`src/wiper_ctl_defs.vh`:
```
// How it works
// - Session opens on select falling, held low.
// - Direction settles before strobe falls.
// - Strobe stays low after last step.
// - Select rising first ends without storing.
// - Strobe high early then select: store.
// - Short select pulse, strobe high: store.
`ifndef WIPER_CTL_DEFS_VH
`define WIPER_CTL_DEFS_VH
// ----------------------------------------
// Timing figures in their own units.
// ----------------------------------------
`define CLK_PERIOD_NS 10
`define CS_TO_INC_NS 50
`define DIR_SETUP_NS 100
`define INC_LOW_NS 50
`define INC_HIGH_NS 100
`define STROBE_TO_DESELECT_NS 500
`define DESELECT_NS 100
`define SELECT_PULSE_NS 100
`define STORAGE_US 10000
`define WIPER_LOAD_US 500
`define POWERUP_WAIT_US 2000
// ----------------------------------------
// Cycle counts, minimums rounded up.
// ----------------------------------------
`define CYC_NS(t) (((t) + `CLK_PERIOD_NS - 1) / `CLK_PERIOD_NS)
`define CYC_US(t) (((t) * 1000 + `CLK_PERIOD_NS - 1) / `CLK_PERIOD_NS)
`define POS_COUNT 32
`define POS_MAX 5'h1F
`endif

```
`src/hold_timer.v`:
```
`timescale 1ns/10ps
`default_nettype none
// ----------------------------------------
// Down counter that flags when a wait has run out.
// ----------------------------------------
module hold_timer #(
   parameter W = 24
) (
   // Clock and reset.
   input wire core_clk,
   input wire rstn,
   // Load and status.
   input wire load,
   input wire [W-1:0] count,
   output wire done
);
   reg [W-1:0] left; // Cycles still to wait.
   assign done = (left == {W{1'b0}});
   // Load wins; otherwise count down to zero and stay.
   always @(posedge core_clk or negedge rstn) begin
      if (!rstn) begin
         left <= {W{1'b0}};
      end else if (load) begin
         left <= count;
      end else if (!done) begin
         left <= left - {{(W-1){1'b0}}, 1'b1};
      end
   end
endmodule
`default_nettype wire

```
`src/wiper_host.v`:
```
`timescale 1ns/10ps
`default_nettype none
`include "wiper_ctl_defs.vh"
// ----------------------------------------
// Host that drives the select, strobe and direction pins.
// ----------------------------------------
module wiper_host #(
   parameter POWERUP_CYC = `CYC_US(`POWERUP_WAIT_US),
   parameter STORAGE_CYC = `CYC_US(`STORAGE_US),
   parameter TW = 24
) (
   // Clock and reset.
   input wire core_clk,
   input wire rstn,
   // User command port.
   input wire cmd_valid,
   input wire cmd_up,
   input wire [4:0] cmd_steps,
   input wire cmd_store,
   input wire cmd_store_only,
   output reg cmd_ready,
   // Host view of the wiper position, zero from reset.
   output reg [4:0] pos_est,
   // Device pins.
   output reg sel_n,
   output reg step_n,
   output reg dir_up
);
   // ----------------------------------------
   // States and timing counts.
   // ----------------------------------------
   localparam S_PWR = 4'h0;
   localparam S_IDLE = 4'h1;
   localparam S_SEL = 4'h2;
   localparam S_DIR = 4'h3;
   localparam S_LOW = 4'h4;
   localparam S_HIGH = 4'h5;
   localparam S_END = 4'h6;
   localparam S_RISE = 4'h7;
   localparam S_DESEL = 4'h8;
   localparam S_PULSE = 4'h9;
   localparam S_WRITE = 4'hA;
   // Raw counts are integers; they are cut to the timer width on purpose below.
   localparam integer N_CSI = `CYC_NS(`CS_TO_INC_NS);
   localparam integer N_DIR = `CYC_NS(`DIR_SETUP_NS);
   localparam integer N_LOW = `CYC_NS(`INC_LOW_NS);
   localparam integer N_HIGH = `CYC_NS(`INC_HIGH_NS);
   localparam integer N_IC = `CYC_NS(`STROBE_TO_DESELECT_NS);
   localparam integer N_DES = `CYC_NS(`DESELECT_NS);
   localparam integer N_CLP = `CYC_NS(`SELECT_PULSE_NS);
   localparam integer N_PU = POWERUP_CYC;
   localparam integer N_WST = STORAGE_CYC;
   localparam [TW-1:0] C_CSI = N_CSI[TW-1:0];
   localparam [TW-1:0] C_DIR = N_DIR[TW-1:0];
   localparam [TW-1:0] C_LOW = N_LOW[TW-1:0];
   localparam [TW-1:0] C_HIGH = N_HIGH[TW-1:0];
   localparam [TW-1:0] C_IC = N_IC[TW-1:0];
   localparam [TW-1:0] C_DES = N_DES[TW-1:0];
   localparam [TW-1:0] C_CLP = N_CLP[TW-1:0];
   localparam [TW-1:0] C_PU = N_PU[TW-1:0];
   localparam [TW-1:0] C_WST = N_WST[TW-1:0];
   reg [3:0] state; // Current sequencer state.
   reg [4:0] steps_left; // Strobe edges still to issue.
   reg store_req; // Session ends with a store.
   reg t_load; // Restart the wait timer.
   reg [TW-1:0] t_count; // Value for the wait timer.
   wire t_done; // Wait has elapsed.
   // ----------------------------------------
   // Shared wait timer; at most one wait runs at a time.
   // ----------------------------------------
   hold_timer #(.W(TW)) u_timer (
      .core_clk(core_clk),
      .rstn(rstn),
      .load(t_load),
      .count(t_count),
      .done(t_done)
   );
   // ----------------------------------------
   // Sequencer.
   // ----------------------------------------
   // One process drives the pins so each comes from a flop. The timer is
   // loaded from the same process, one cycle ahead of its check.
   always @(posedge core_clk or negedge rstn) begin
      if (!rstn) begin
         state <= S_PWR;
         sel_n <= 1'b1;
         step_n <= 1'b1;
         dir_up <= 1'b0;
         cmd_ready <= 1'b0;
         pos_est <= 5'h00;
         steps_left <= 5'h00;
         store_req <= 1'b0;
         t_load <= 1'b1;
         t_count <= C_PU;
      end else begin
         t_load <= 1'b0;
         case (state)
            // Hold pins idle until the device pins come alive.
            S_PWR: begin
               if (!t_load && t_done) begin
                  state <= S_IDLE;
                  cmd_ready <= 1'b1;
               end
            end
            // Accept a command; select stays high meanwhile.
            S_IDLE: begin
               if (cmd_valid) begin
                  cmd_ready <= 1'b0;
                  store_req <= cmd_store;
                  steps_left <= cmd_steps;
                  dir_up <= cmd_up;
                  sel_n <= 1'b0;
                  t_load <= 1'b1;
                  if (cmd_store_only) begin
                     t_count <= C_CLP;
                     state <= S_PULSE;
                  end else begin
                     t_count <= C_CSI;
                     state <= S_SEL;
                  end
               end
            end
            // Select to strobe setup, then direction setup.
            S_SEL: begin
               if (!t_load && t_done) begin
                  t_load <= 1'b1;
                  t_count <= C_DIR;
                  state <= S_DIR;
               end
            end
            S_DIR: begin
               if (!t_load && t_done) begin
                  if (steps_left == 5'h00) begin
                     // No steps: select rises with strobe high, which the device
                     // takes as a store, so the write wait must be kept.
                     store_req <= 1'b1;
                     state <= S_END;
                  end else begin
                     step_n <= 1'b0;
                     steps_left <= steps_left - 5'h01;
                     // Track the device's saturating position.
                     if (dir_up && pos_est != `POS_MAX) begin
                        pos_est <= pos_est + 5'h01;
                     end else if (!dir_up && pos_est != 5'h00) begin
                        pos_est <= pos_est - 5'h01;
                     end
                     t_load <= 1'b1;
                     t_count <= C_LOW;
                     state <= S_LOW;
                  end
               end
            end
            // Strobe low time; the last edge keeps strobe low.
            S_LOW: begin
               if (!t_load && t_done) begin
                  if (steps_left == 5'h00) begin
                     state <= S_END;
                  end else begin
                     step_n <= 1'b1;
                     t_load <= 1'b1;
                     t_count <= C_HIGH;
                     state <= S_HIGH;
                  end
               end
            end
            S_HIGH: begin
               if (!t_load && t_done) begin
                  t_load <= 1'b1;
                  t_count <= C_DIR;
                  state <= S_DIR;
               end
            end
            // Choose how the session closes.
            S_END: begin
               if (store_req) begin
                  step_n <= 1'b1;
                  t_load <= 1'b1;
                  t_count <= C_IC;
                  state <= S_RISE;
               end else begin
                  // Select rises while strobe is still low.
                  sel_n <= 1'b1;
                  t_load <= 1'b1;
                  t_count <= C_DES;
                  state <= S_DESEL;
               end
            end
            // Strobe high for the deselect lead time, then release select.
            S_RISE: begin
               if (!t_load && t_done) begin
                  sel_n <= 1'b1;
                  t_load <= 1'b1;
                  t_count <= C_WST;
                  state <= S_WRITE;
               end
            end
            // Release strobe only after select is already high.
            S_DESEL: begin
               step_n <= 1'b1;
               if (!t_load && t_done) begin
                  cmd_ready <= 1'b1;
                  state <= S_IDLE;
               end
            end
            // Select low pulse with strobe high.
            S_PULSE: begin
               if (!t_load && t_done) begin
                  sel_n <= 1'b1;
                  t_load <= 1'b1;
                  t_count <= C_WST;
                  state <= S_WRITE;
               end
            end
            // The device ignores pins while it writes; stay quiet.
            S_WRITE: begin
               if (!t_load && t_done) begin
                  cmd_ready <= 1'b1;
                  state <= S_IDLE;
               end
            end
            default: begin
               state <= S_IDLE;
               sel_n <= 1'b1;
               step_n <= 1'b1;
               cmd_ready <= 1'b1;
            end
         endcase
      end
   end
endmodule
`default_nettype wire

```
`config.mk`:
```
export PLATFORM = sky130hd
export DESIGN_NAME = wiper_host
export DESIGN_NICKNAME = d
export VERILOG_FILES = /design/src/hold_timer.v /design/src/wiper_host.v
export VERILOG_INCLUDE_DIRS = /design/src
export SDC_FILE = /design/constraint.sdc
export NUM_CORES = 1
export LEC_CHECK = 0
export BUFFER_PORTS_ARGS = -buffer_cell sky130_fd_sc_hd__buf_2
export CAP_MARGIN = 10
export CORE_MARGIN = 1.5
export CORE_UTILIZATION = 25
export DETAILED_ROUTE_END_ITERATION = 6
export GPL_TIMING_DRIVEN = 1
export HOLD_SLACK_MARGIN = 0.06
export PLACE_DENSITY = 0.5
export SLEW_MARGIN = 20
export SYNTH_ARGS = -nofsm -noshare
export SYNTH_HDL_FRONTEND = slang
export SYNTH_SLANG_ARGS = --single-unit
```
`constraint.sdc`:
```
create_clock -name core_clk -period 2.4 [get_ports core_clk]
set_input_delay 0.12 -clock core_clk [delete_from_list [all_inputs] [get_ports core_clk]]
set_output_delay 0.12 -clock core_clk [all_outputs]
set_load 0.005 [all_outputs]
```
==> results.tsv, run 1 <==
stage	metric	value	unit
critical_path	CP endpoint kind	flip-flop	
layout	area of the multi-input gates	0.00186	mm²
cts	clock latency on the worst-skew pair	0.30	ns
floorplan	Core Region	0.0126	mm²
placement	RePlAce Congestion	0.862	
critical_path	Max stage delay on crit path	0.53	ns
cts	maximum root-to-sink buffer count	2	
critical_path	R2R Path Start	u_timer.left[7]$_DFFE_PN0N_	
critical_path	top cell family by delay on the critical path	simple AND/OR/NAND/NOR gates	
floorplan	I/O pins	20	
sta	Fmax achieved	420	MHz
sta	Worst-Margin Slew	0.702	ns
placement	worst slack, placed	0.0121	ns
yosys	Syn Inst Count	347	
yosys	Syn Std Cell Area	0.00323	mm²
cts	# H-tree levels	2	
sta	final setup fails	0	
critical_path	Worst Path Max Fanout	5	
critical_path	worst path cell trace	or4_4 > or4_4 > buf_12 > nor3_4 > nand3_4 > mux2_4	
cts	CTS Buf Count	5	
critical_path	slowest stage cell, crit path	or4_4	
sta	min Tclk post-route	2.38	ns
cts	clock root cell	clkbuf_16	
critical_path	CP Buf/Inv Count	1	
detailed_routing	Via density	4.98	
layout	# diodes	0	
power	total power	1.64	mW
cts	clk sinks	51	
cts	CTS tree	yes	
yosys	Post-Syn Nets	366	
layout	area delta synth->final	25.1	%
power	leakage power	1.65	nW
detailed_routing	via count	2883	
sta	WHS	0.111	ns
yosys	area share of the leading cell type in the synthesized netlist	0.357	
yosys	ys flop type	dfrtp_1	
power	power density over cell area	407	mW/mm²
layout	nets	425	
yosys	sequential area share after synthesis	0.397	
yosys	largest cells by area after synthesis	dfrtp_1 36%, o21ai_0 4.5%, dfstp_2 4.1%	
power	Worst VDD drop	0.203	mV
critical_path	Critical Path Source	u_timer.left[7]$_DFFE_PN0N_	
layout	Layout Cells excl Fill	579	
global_route	vias in the first global route	2824	
sta	Slew HR	0.532	
yosys	#FFs+latches synth	51	
critical_path	critical path startpoint category	flip-flop	
critical_path	Critical Path Most Common Cell	or4_4	
global_route	largest net degree at the start of global routing	52	
floorplan	die area	0.0136	mm²
layout	layout cells sized above 1	0.260	
sta	worst setup margin	0.0212	ns
layout	post-layout util	0.320	
critical_path	Setup CP Type	flip-flop to flip-flop	
sta	RSZ-0062 raised after global routing	yes	
sta	final worst-path cycle share	0.991	
detailed_routing	Wirelength per Cell	14.5	µm
cts	clock slew at reported path FFs	0.07	ns
yosys	Yosys warning count	0	
run	Max-Cap Viols	0	
placement	dpl cells	563	
sta	Clock Skews	0.00494	ns
run_status	status	completed	
critical_path	critical path required time	2.59	ns
hold_path	worst hold-check path type	input port to flip-flop	
detailed_routing	DRT Pass-1 Iters	5	
yosys	syn avg cell area	9.30	µm²
layout	Layout fillers	1377	
global_route	GR Util All Layers	0.133	
global_route	initial antenna violation count	0	
yosys	Post-synth EDFFs	0	
yosys	library cells used by synthesis	62	
hold_path	Worst Hold Launch	cmd_store	
global_route	total grt overflow	0	
sta	fin. max-slew vios	0	
global_route	first-pass GRT wire length	14.1	mm
detailed_routing	DRT iter0 DRCs	100	
placement	Post-DP HPWL	6.05	mm
critical_path	reg2reg path depth	6	
hold_path	WHS Path Cells	3	
placement	I/O Buffers	19	
floorplan	Die X	117	µm
floorplan	Die Ht	117	µm
sta	final hold violations	0	
yosys	ys async rst share	1.00	
floorplan	Initial Utilization	0.256	
layout	sequential cell area	0.00128	mm²
floorplan	row cnt	41	
detailed_routing	Detail Route Antenna Nets	0	
critical_path	WP depth	6	
detailed_routing	Routed WL	8.42	mm
critical_path	CP Data Arrival Time	2.56	ns
detailed_routing	Remaining DRCs	0	
yosys	post-synth top area cell	dfrtp_1	
==> worst min-delay path, delay by kind of cell <==
kind                   cells  cell delay, ns
AO/OA/AOI/OAI              1            0.13
buffers and inverters      1            0.07
AND/OR/NAND/NOR            1            0.03
==> state kept, by name, summed over array words and instances (netlist names), 4 cells and up <==
register      flops
pos_est           5
state             4
steps_left        5
t_count           7
u_timer.left     24
==> cell usage in the layout, fill, tap and decap left out, types with 4 or more instances in the layout <==
cell type,instances
dfrtp_1,46
nand2b_1,4
nand3_1,11
nor4_1,6
xor2_1,10
a211oi_1,5
inv_1,11
o31ai_1,6
buf_4,46
dfstp_2,5
clkbuf_16,5
nand2_1,17
xnor2_1,11
or4_1,7
a22oi_1,4
a21oi_1,24
a21o_1,4
or3_1,5
nor2_1,24
mux2i_1,4
ha_1,7
nor3_1,12
buf_2,19
o21ai_0,26
o211ai_1,7
o22a_1,4
mux2_2,9
nor2b_1,7
==> repair_timing <==
action,in CTS,in global routing
endpoints found under the hold margin,47,0
hold buffers,2,0
setup endpoints to repair,1,18
setup buffers,1,5
gates resized for setup,0,10
pin swaps,1,3
==> Yosys cell counts (5+ instances only) <==
library cell / instances
o21ai_0: 29
inv_1: 11
clkbuf_1: 14
nor2b_1: 7
a21oi_1: 24
nand3_1: 11
nor2_1: 24
nor3_1: 12
a211oi_1: 6
o211ai_1: 7
xor2_1: 10
xnor2_1: 11
dfstp_2: 5
mux2_2: 9
or3_1: 5
nor4_1: 6
dfrtp_1: 46
or4_1: 7
ha_1: 7
o31ai_1: 6
nand2_1: 17
==> where the power goes <==
group / leakage [nW] / switching, mW / internal, mW / total (mW)
Combinational: 0.950 / 0.0284 / 0.0141 / 0.0425
Sequential: 0.624 / 0.00103 / 0.860 / 0.861
Clock: 0.0739 / 0.326 / 0.415 / 0.740
==> layout make-up <==
class,count,share of cell area
tap,172,0.0533
sequential,51,0.318
inverter,12,0.0112
timing repair buffer,69,0.122
multi-input combinational,267,0.460
clock buffer,7,0.0353
clock inverter,1,0.00124
==> final timing paths <==
| check | end | slack (ns) |
|---|---|---|
| worst min-delay path | store_req$_DFFE_PN0P_ | 0.11 |
| min in group asynchronous | u_timer.left[14]$_DFFE_PN0N_ | 0.48 |
| max in group asynchronous | store_req$_DFFE_PN0P_ | 1.45 |
| worst max-delay path | pos_est[2]$_DFFE_PN0P_ | 0.02 |
| worst min register to register | t_count[5]$_DFFE_PN0P_ | 0.49 |
| worst max register to register | pos_est[2]$_DFFE_PN0P_ | 0.02 |
==> stage by stage <==
step,area [µm²],setup TNS (ns)
floorplan,3230,0
global placement,3780,0
detailed placement,3780,0
CTS,3970,0
global route,4040,-0.273
finish,4040,0
==> cell families after synthesis <==
logic type                 share of synthesized area
and+or+nand+nor                                0.216
AOI/OAI and AO/OA                              0.206
DFF                                            0.397
buffers and inverters                         0.0364
xor gates and xnor gates                      0.0570
muxes                                         0.0543
adders and majority gates                     0.0333
==> per-layer routing <==
layer	GRT usage	vias to the layer above	share of wire
met4	0.0345	0	0.011
met2	0.214	49	0.47
met1	0.181	1404	0.49
met5	0	-	0
met3	0.0301	10	0.029
li1	-	1420	-
No activity file was read; power rests on OpenSTA's default activity.
==> inputs of run 2 (changes only) <==
CORE_ASPECT_RATIO = 0.7   (was unset)
PLACE_DENSITY = 0.47   (was 0.5)
clock period = 2.5 ns   (was 2.4 ns; I/O delays follow)
==> results.tsv, run 2 (synthesis results as in run 1) <==
stage	metric	value	unit
critical_path	CP Data Arrival Time	2.63	ns
placement	RePlAce Congestion	0.873	
critical_path	Worst Path Max Fanout	8	
run_status	status	completed	
global_route	first-pass GRT wire length	14.8	mm
sta	Worst-Margin Slew	0.469	ns
detailed_routing	DRT Pass-1 Iters	4	
floorplan	Initial Utilization	0.258	
critical_path	CP Buf/Inv Count	1	
detailed_routing	Via density	5.20	
power	total power	1.60	mW
sta	final hold violations	0	
critical_path	slowest stage cell, crit path	or4_4	
detailed_routing	via count	2952	
floorplan	Core Region	0.0125	mm²
layout	area of the multi-input gates	0.00185	mm²
global_route	largest net degree at the start of global routing	30	
run	Max-Cap Viols	0	
layout	top flop regs	u_timer.left (24), t_count (7)	
placement	Post-DP HPWL	6.62	mm
cts	maximum root-to-sink buffer count	2	
sta	min Tclk post-route	2.44	ns
layout	layout cells sized above 1	0.259	
detailed_routing	DRT iter0 DRCs	214	
floorplan	I/O pins	20	
sta	final setup fails	0	
layout	Layout fillers	1325	
power	leakage power	1.62	nW
sta	WHS	0.110	ns
layout	# diodes	0	
floorplan	Die Ht	98.1	µm
global_route	GR Util All Layers	0.133	
floorplan	die area	0.0136	mm²
layout	commonest non-fill, non-tap cell in the layout	buf_4	
critical_path	CP endpoint kind	flip-flop	
detailed_routing	Remaining DRCs	0	
layout	sequential cell area	0.00128	mm²
cts	CTS Buf Count	5	
cts	CTS tree	yes	
layout	commonest non-fill, non-tap cells in the layout	47 x buf_4, 46 x dfrtp_1, 29 x o21ai_0	
cts	clock root cell	clkbuf_16	
critical_path	Critical Path Most Common Cell	or4_4	
sta	final worst-path cycle share	0.977	
sta	Clock Skews	0.0125	ns
global_route	vias in the first global route	2787	
cts	# H-tree levels	2	
detailed_routing	Wirelength per Cell	15.6	µm
cts	clk sinks	51	
detailed_routing	Routed WL	8.85	mm
layout	Reg with most FFs	u_timer.left	
cts	clock latency on the worst-skew pair	0.29	ns
critical_path	Setup CP Type	flip-flop to flip-flop	
critical_path	Max stage delay on crit path	0.60	ns
sta	Slew HR	0.687	
global_route	total grt overflow	0	
critical_path	worst path cell trace	or4_4 > or4_4 > buf_4 > o21ai_0 > xnor2_1 > mux2_2	
floorplan	Die X	139	µm
layout	area delta synth->final	24.0	%
layout	nets	424	
critical_path	critical path required time	2.68	ns
cts	clock slew at reported path FFs	0.08	ns
sta	fin. max-slew vios	0	
critical_path	top cell family by delay on the critical path	simple AND/OR/NAND/NOR gates	
critical_path	critical path startpoint category	flip-flop	
hold_path	worst hold-check path type	input port to flip-flop	
layout	post-layout util	0.320	
placement	I/O Buffers	19	
power	power density over cell area	399	mW/mm²
floorplan	row cnt	34	
sta	Fmax achieved	409	MHz
global_route	initial antenna violation count	0	
power	Worst VDD drop	0.231	mV
detailed_routing	Detail Route Antenna Nets	0	
layout	max FFs per register	24	
[run 2: worst reg2reg max path, stage by stage, from the launching register on]
cell and delay (ns):
dfrtp_1 0.40, or4_4 0.58, or4_4 0.60, buf_4 0.20, o21ai_0 0.21, xnor2_1 0.10
mux2_2 0.26
[run 2: stage by stage]
step                area [µm²]  setup WS, ns  setup TNS (ns)  cells
floorplan                 3230        0.0356               0    347
global placement          3790        0.0911               0    556
detailed placement        3790        0.0525               0    556
CTS                       3970        0.0169               0    566
global route              4000      -0.00225        -0.00298    568
finish                    4000        0.0567               0    568
[run 2: area by class of cell]
cell class                 instances  share of cell area
clock inverter                     2             0.00406
multi-input combinational        267               0.462
tap                              162              0.0506
sequential                        51               0.320
timing repair buffer              68               0.117
inverter                          12              0.0113
clock buffer                       6              0.0347
[run 2: layer usage]
metal | GRT usage | share of wire
met2 | 0.178 | 0.39
met5 | 0 | 0
met1 | 0.220 | 0.55
met3 | 0.0181 | 0.054
met4 | 0.0264 | 0.0062
[run 2: power by group]
part / leakage, nW / internal (mW) / switching, mW
sequential: 0.624 / 0.826 / 0.000938
clock: 0.0731 / 0.401 / 0.329
combinational: 0.924 / 0.0146 / 0.0271
[run 2: final timing paths]
kind	start	end	slack, ns	depth (start not counted)
min reg2reg	t_count[11]$_DFFE_PN1P_	t_count[11]$_DFFE_PN1P_	0.50	1
min in group asynchronous	rstn	u_timer.left[21]$_DFFE_PN0N_	0.17	2
max reg2reg	u_timer.left[12]$_DFFE_PN0N_	u_timer.left[6]$_DFFE_PN0N_	0.06	6
max	u_timer.left[12]$_DFFE_PN0N_	u_timer.left[6]$_DFFE_PN0N_	0.06	6
min	cmd_store	store_req$_DFFE_PN0P_	0.11	3
max in group asynchronous	rstn	sel_n$_DFFE_PN1P_	1.71	3
[run 2: what timing repair did]
item | in CTS | in global routing
endpoints found under the setup margin | 0 | 10
setup buffers | 0 | 2
endpoints found under the hold margin | 47 | 0
hold buffers | 2 | 0
gates resized for setup | 0 | 4
==> inputs of run 3 (changes only) <==
CORE_MARGIN = unset   (was 1.5)
CTS_CLUSTER_DIAMETER = 200   (was unset)
PLACE_DENSITY = 0.48   (was 0.47)
clock period = 2.2 ns   (was 2.5 ns; I/O delays follow)
==> results.tsv, run 3 (synthesis results as in run 1) <==
stage	metric	value	unit
run_status	status	finished, violations left	
run_status	failing checks	negative setup slack	
layout	area delta synth->final	43.0	%
critical_path	Worst R2R End	pos_est[2]$_DFFE_PN0P_	
floorplan	die area	0.0134	mm²
cts	clock slew at reported path FFs	0.07	ns
critical_path	critical path startpoint category	flip-flop	
cts	CTS Buf Count	5	
cts	CTS tree	yes	
run	Max-Cap Viols	0	
global_route	first-pass GRT wire length	16.2	mm
detailed_routing	DRT Pass-1 Iters	5	
power	total power	1.84	mW
floorplan	Core Region	0.0125	mm²
cts	clk sinks	51	
floorplan	Die Ht	97.1	µm
critical_path	CP Data Arrival Time	2.59	ns
placement	worst slack, placed	-0.255	ns
sta	Fmax achieved	414	MHz
cts	clock root cell	clkbuf_16	
critical_path	CP endpoint kind	flip-flop	
placement	RePlAce Congestion	0.890	
floorplan	I/O pins	20	
layout	commonest non-fill, non-tap cells in the layout	82 x buf_4, 46 x dfrtp_1, 24 x nor2_1	
critical_path	critical path required time	2.38	ns
sta	final hold violations	0	
sta	final worst-path cycle share	1.10	
sta	Slew HR	0.614	
power	leakage power	1.94	nW
layout	Reg with most FFs	u_timer.left	
placement	Post-DP HPWL	7.17	mm
critical_path	crit path capture	pos_est[2]$_DFFE_PN0P_	
detailed_routing	Via density	5.06	
global_route	GR Util All Layers	0.155	
placement	I/O Buffers	19	
hold_path	WHS Path Cells	3	
cts	maximum root-to-sink buffer count	2	
layout	commonest non-fill, non-tap cell in the layout	buf_4	
global_route	vias in the first global route	3049	
power	power density over cell area	398	mW/mm²
cts	# H-tree levels	2	
detailed_routing	DRT iter0 DRCs	203	
layout	max FFs per register	24	
layout	post-layout util	0.369	
floorplan	Initial Utilization	0.258	
critical_path	Worst Path Max Fanout	4	
sta	final setup TNS	-5.90	ns
hold_path	worst hold-check path type	input port to flip-flop	
critical_path	Critical Path Source	u_timer.left[10]$_DFFE_PN0N_	
sta	final setup fails	42	
layout	# diodes	0	
layout	nets	474	
global_route	total grt overflow	0	
detailed_routing	via count	3129	
layout	layout cells sized above 1	0.399	
critical_path	worst reg-to-reg setup slack	-0.22	ns
critical_path	Setup CP Type	flip-flop to flip-flop	
floorplan	Die X	138	µm
sta	Worst-Margin Slew	0.575	ns
floorplan	row cnt	34	
power	Worst VDD drop	0.285	mV
critical_path	R2R Path Start	u_timer.left[10]$_DFFE_PN0N_	
cts	clock latency on the worst-skew pair	0.29	ns
sta	RSZ-0062 raised after global routing	yes	
detailed_routing	Remaining DRCs	0	
layout	top flop regs	u_timer.left (24), t_count (7)	
global_route	initial antenna violation count	0	
critical_path	reg2reg path depth	6	
global_route	largest net degree at the start of global routing	24	
detailed_routing	Routed WL	9.74	mm
sta	fin. max-slew vios	0	
sta	min Tclk post-route	2.42	ns
sta	Clock Skews	0.00774	ns
detailed_routing	Detail Route Antenna Nets	0	
detailed_routing	Wirelength per Cell	15.8	µm
sta	worst setup margin	-0.218	ns
[run 3: cell count changes in the layout (fill, tap and decap cells not counted), moves of 3 or more]
cell     delta
buf_4      +35
buf_6      +14
inv_1       -3
inv_2       +3
mux2_1      -3
mux2_4      +4
nand3_1     -3
o21ai_0    -16
o21ai_1    +11
o21ai_2     +3
[run 3: area by class of cell]
| class | instances | area, µm² |
|---|---|---|
| Sequential cell | 51 | 1280 |
| Timing Repair Buffer | 118 | 903 |
| Multi-Input combinational cell | 267 | 2030 |
| Clock buffer | 8 | 156 |
| Fill cell | 1301 | 7890 |
| Tap cell | 162 | 203 |
| Inverter | 12 | 45.0 |
[run 3: worst max-delay path: stages (launching register included)]
cell and delay (ns):
dfrtp_1 0.38, or4_4 0.56, or4_4 0.56, buf_6 0.15
nor3_4 0.19, nand3_4 0.15, mux2_4 0.33
[run 3: layer usage]
metal,routed length [µm],GRT usage,share of wire
met1,5250,0.245,0.54
met2,3990,0.216,0.41
met3,450,0.0329,0.046
met4,53,0.0226,0.0054
met5,0,0,0
[run 3: per-stage QoR]
stage,cells,cell area [µm²],hold slack (ns)
after global placement,592,4080,0.0527
after global routing,618,4620,0.115
after detailed placement,592,4080,0.0564
after CTS,610,4410,0.104
final,618,4620,0.0822
after floorplan,347,3250,-0.186
[run 3: worst min-delay path by stage]
stage | slack (ns) | endpoint | from
6_report | 0.08 | store_req$_DFFE_PN0P_ | cmd_store
3_3_place_gp | 0.05 | steps_left[2]$_DFFE_PN0P_ | rstn
4_1_cts | 0.10 | store_req$_DFFE_PN0P_ | cmd_store
2_1_floorplan | -0.19 | cmd_ready$_DFFE_PN0P_ | rstn
3_5_place_dp | 0.06 | steps_left[2]$_DFFE_PN0P_ | rstn
5_1_grt | 0.12 | store_req$_DFFE_PN0P_ | cmd_store
[run 3: report_power, final]
part,internal [mW],switching (mW)
sequential,0.938,0.00103
clock,0.486,0.358
combinational,0.0174,0.0342
[run 3: what timing repair did]
| item | in CTS | in global routing |
|---|---|---|
| hold buffers | 2 | 0 |
| gates cloned | 0 | 0 |
| resized for setup | 34 | 39 |
| endpoints found under the hold margin | 15 | 0 |
| setup buffers | 8 | 9 |
| setup endpoints to repair | 42 | 49 |
| pin swaps | 8 | 25 |
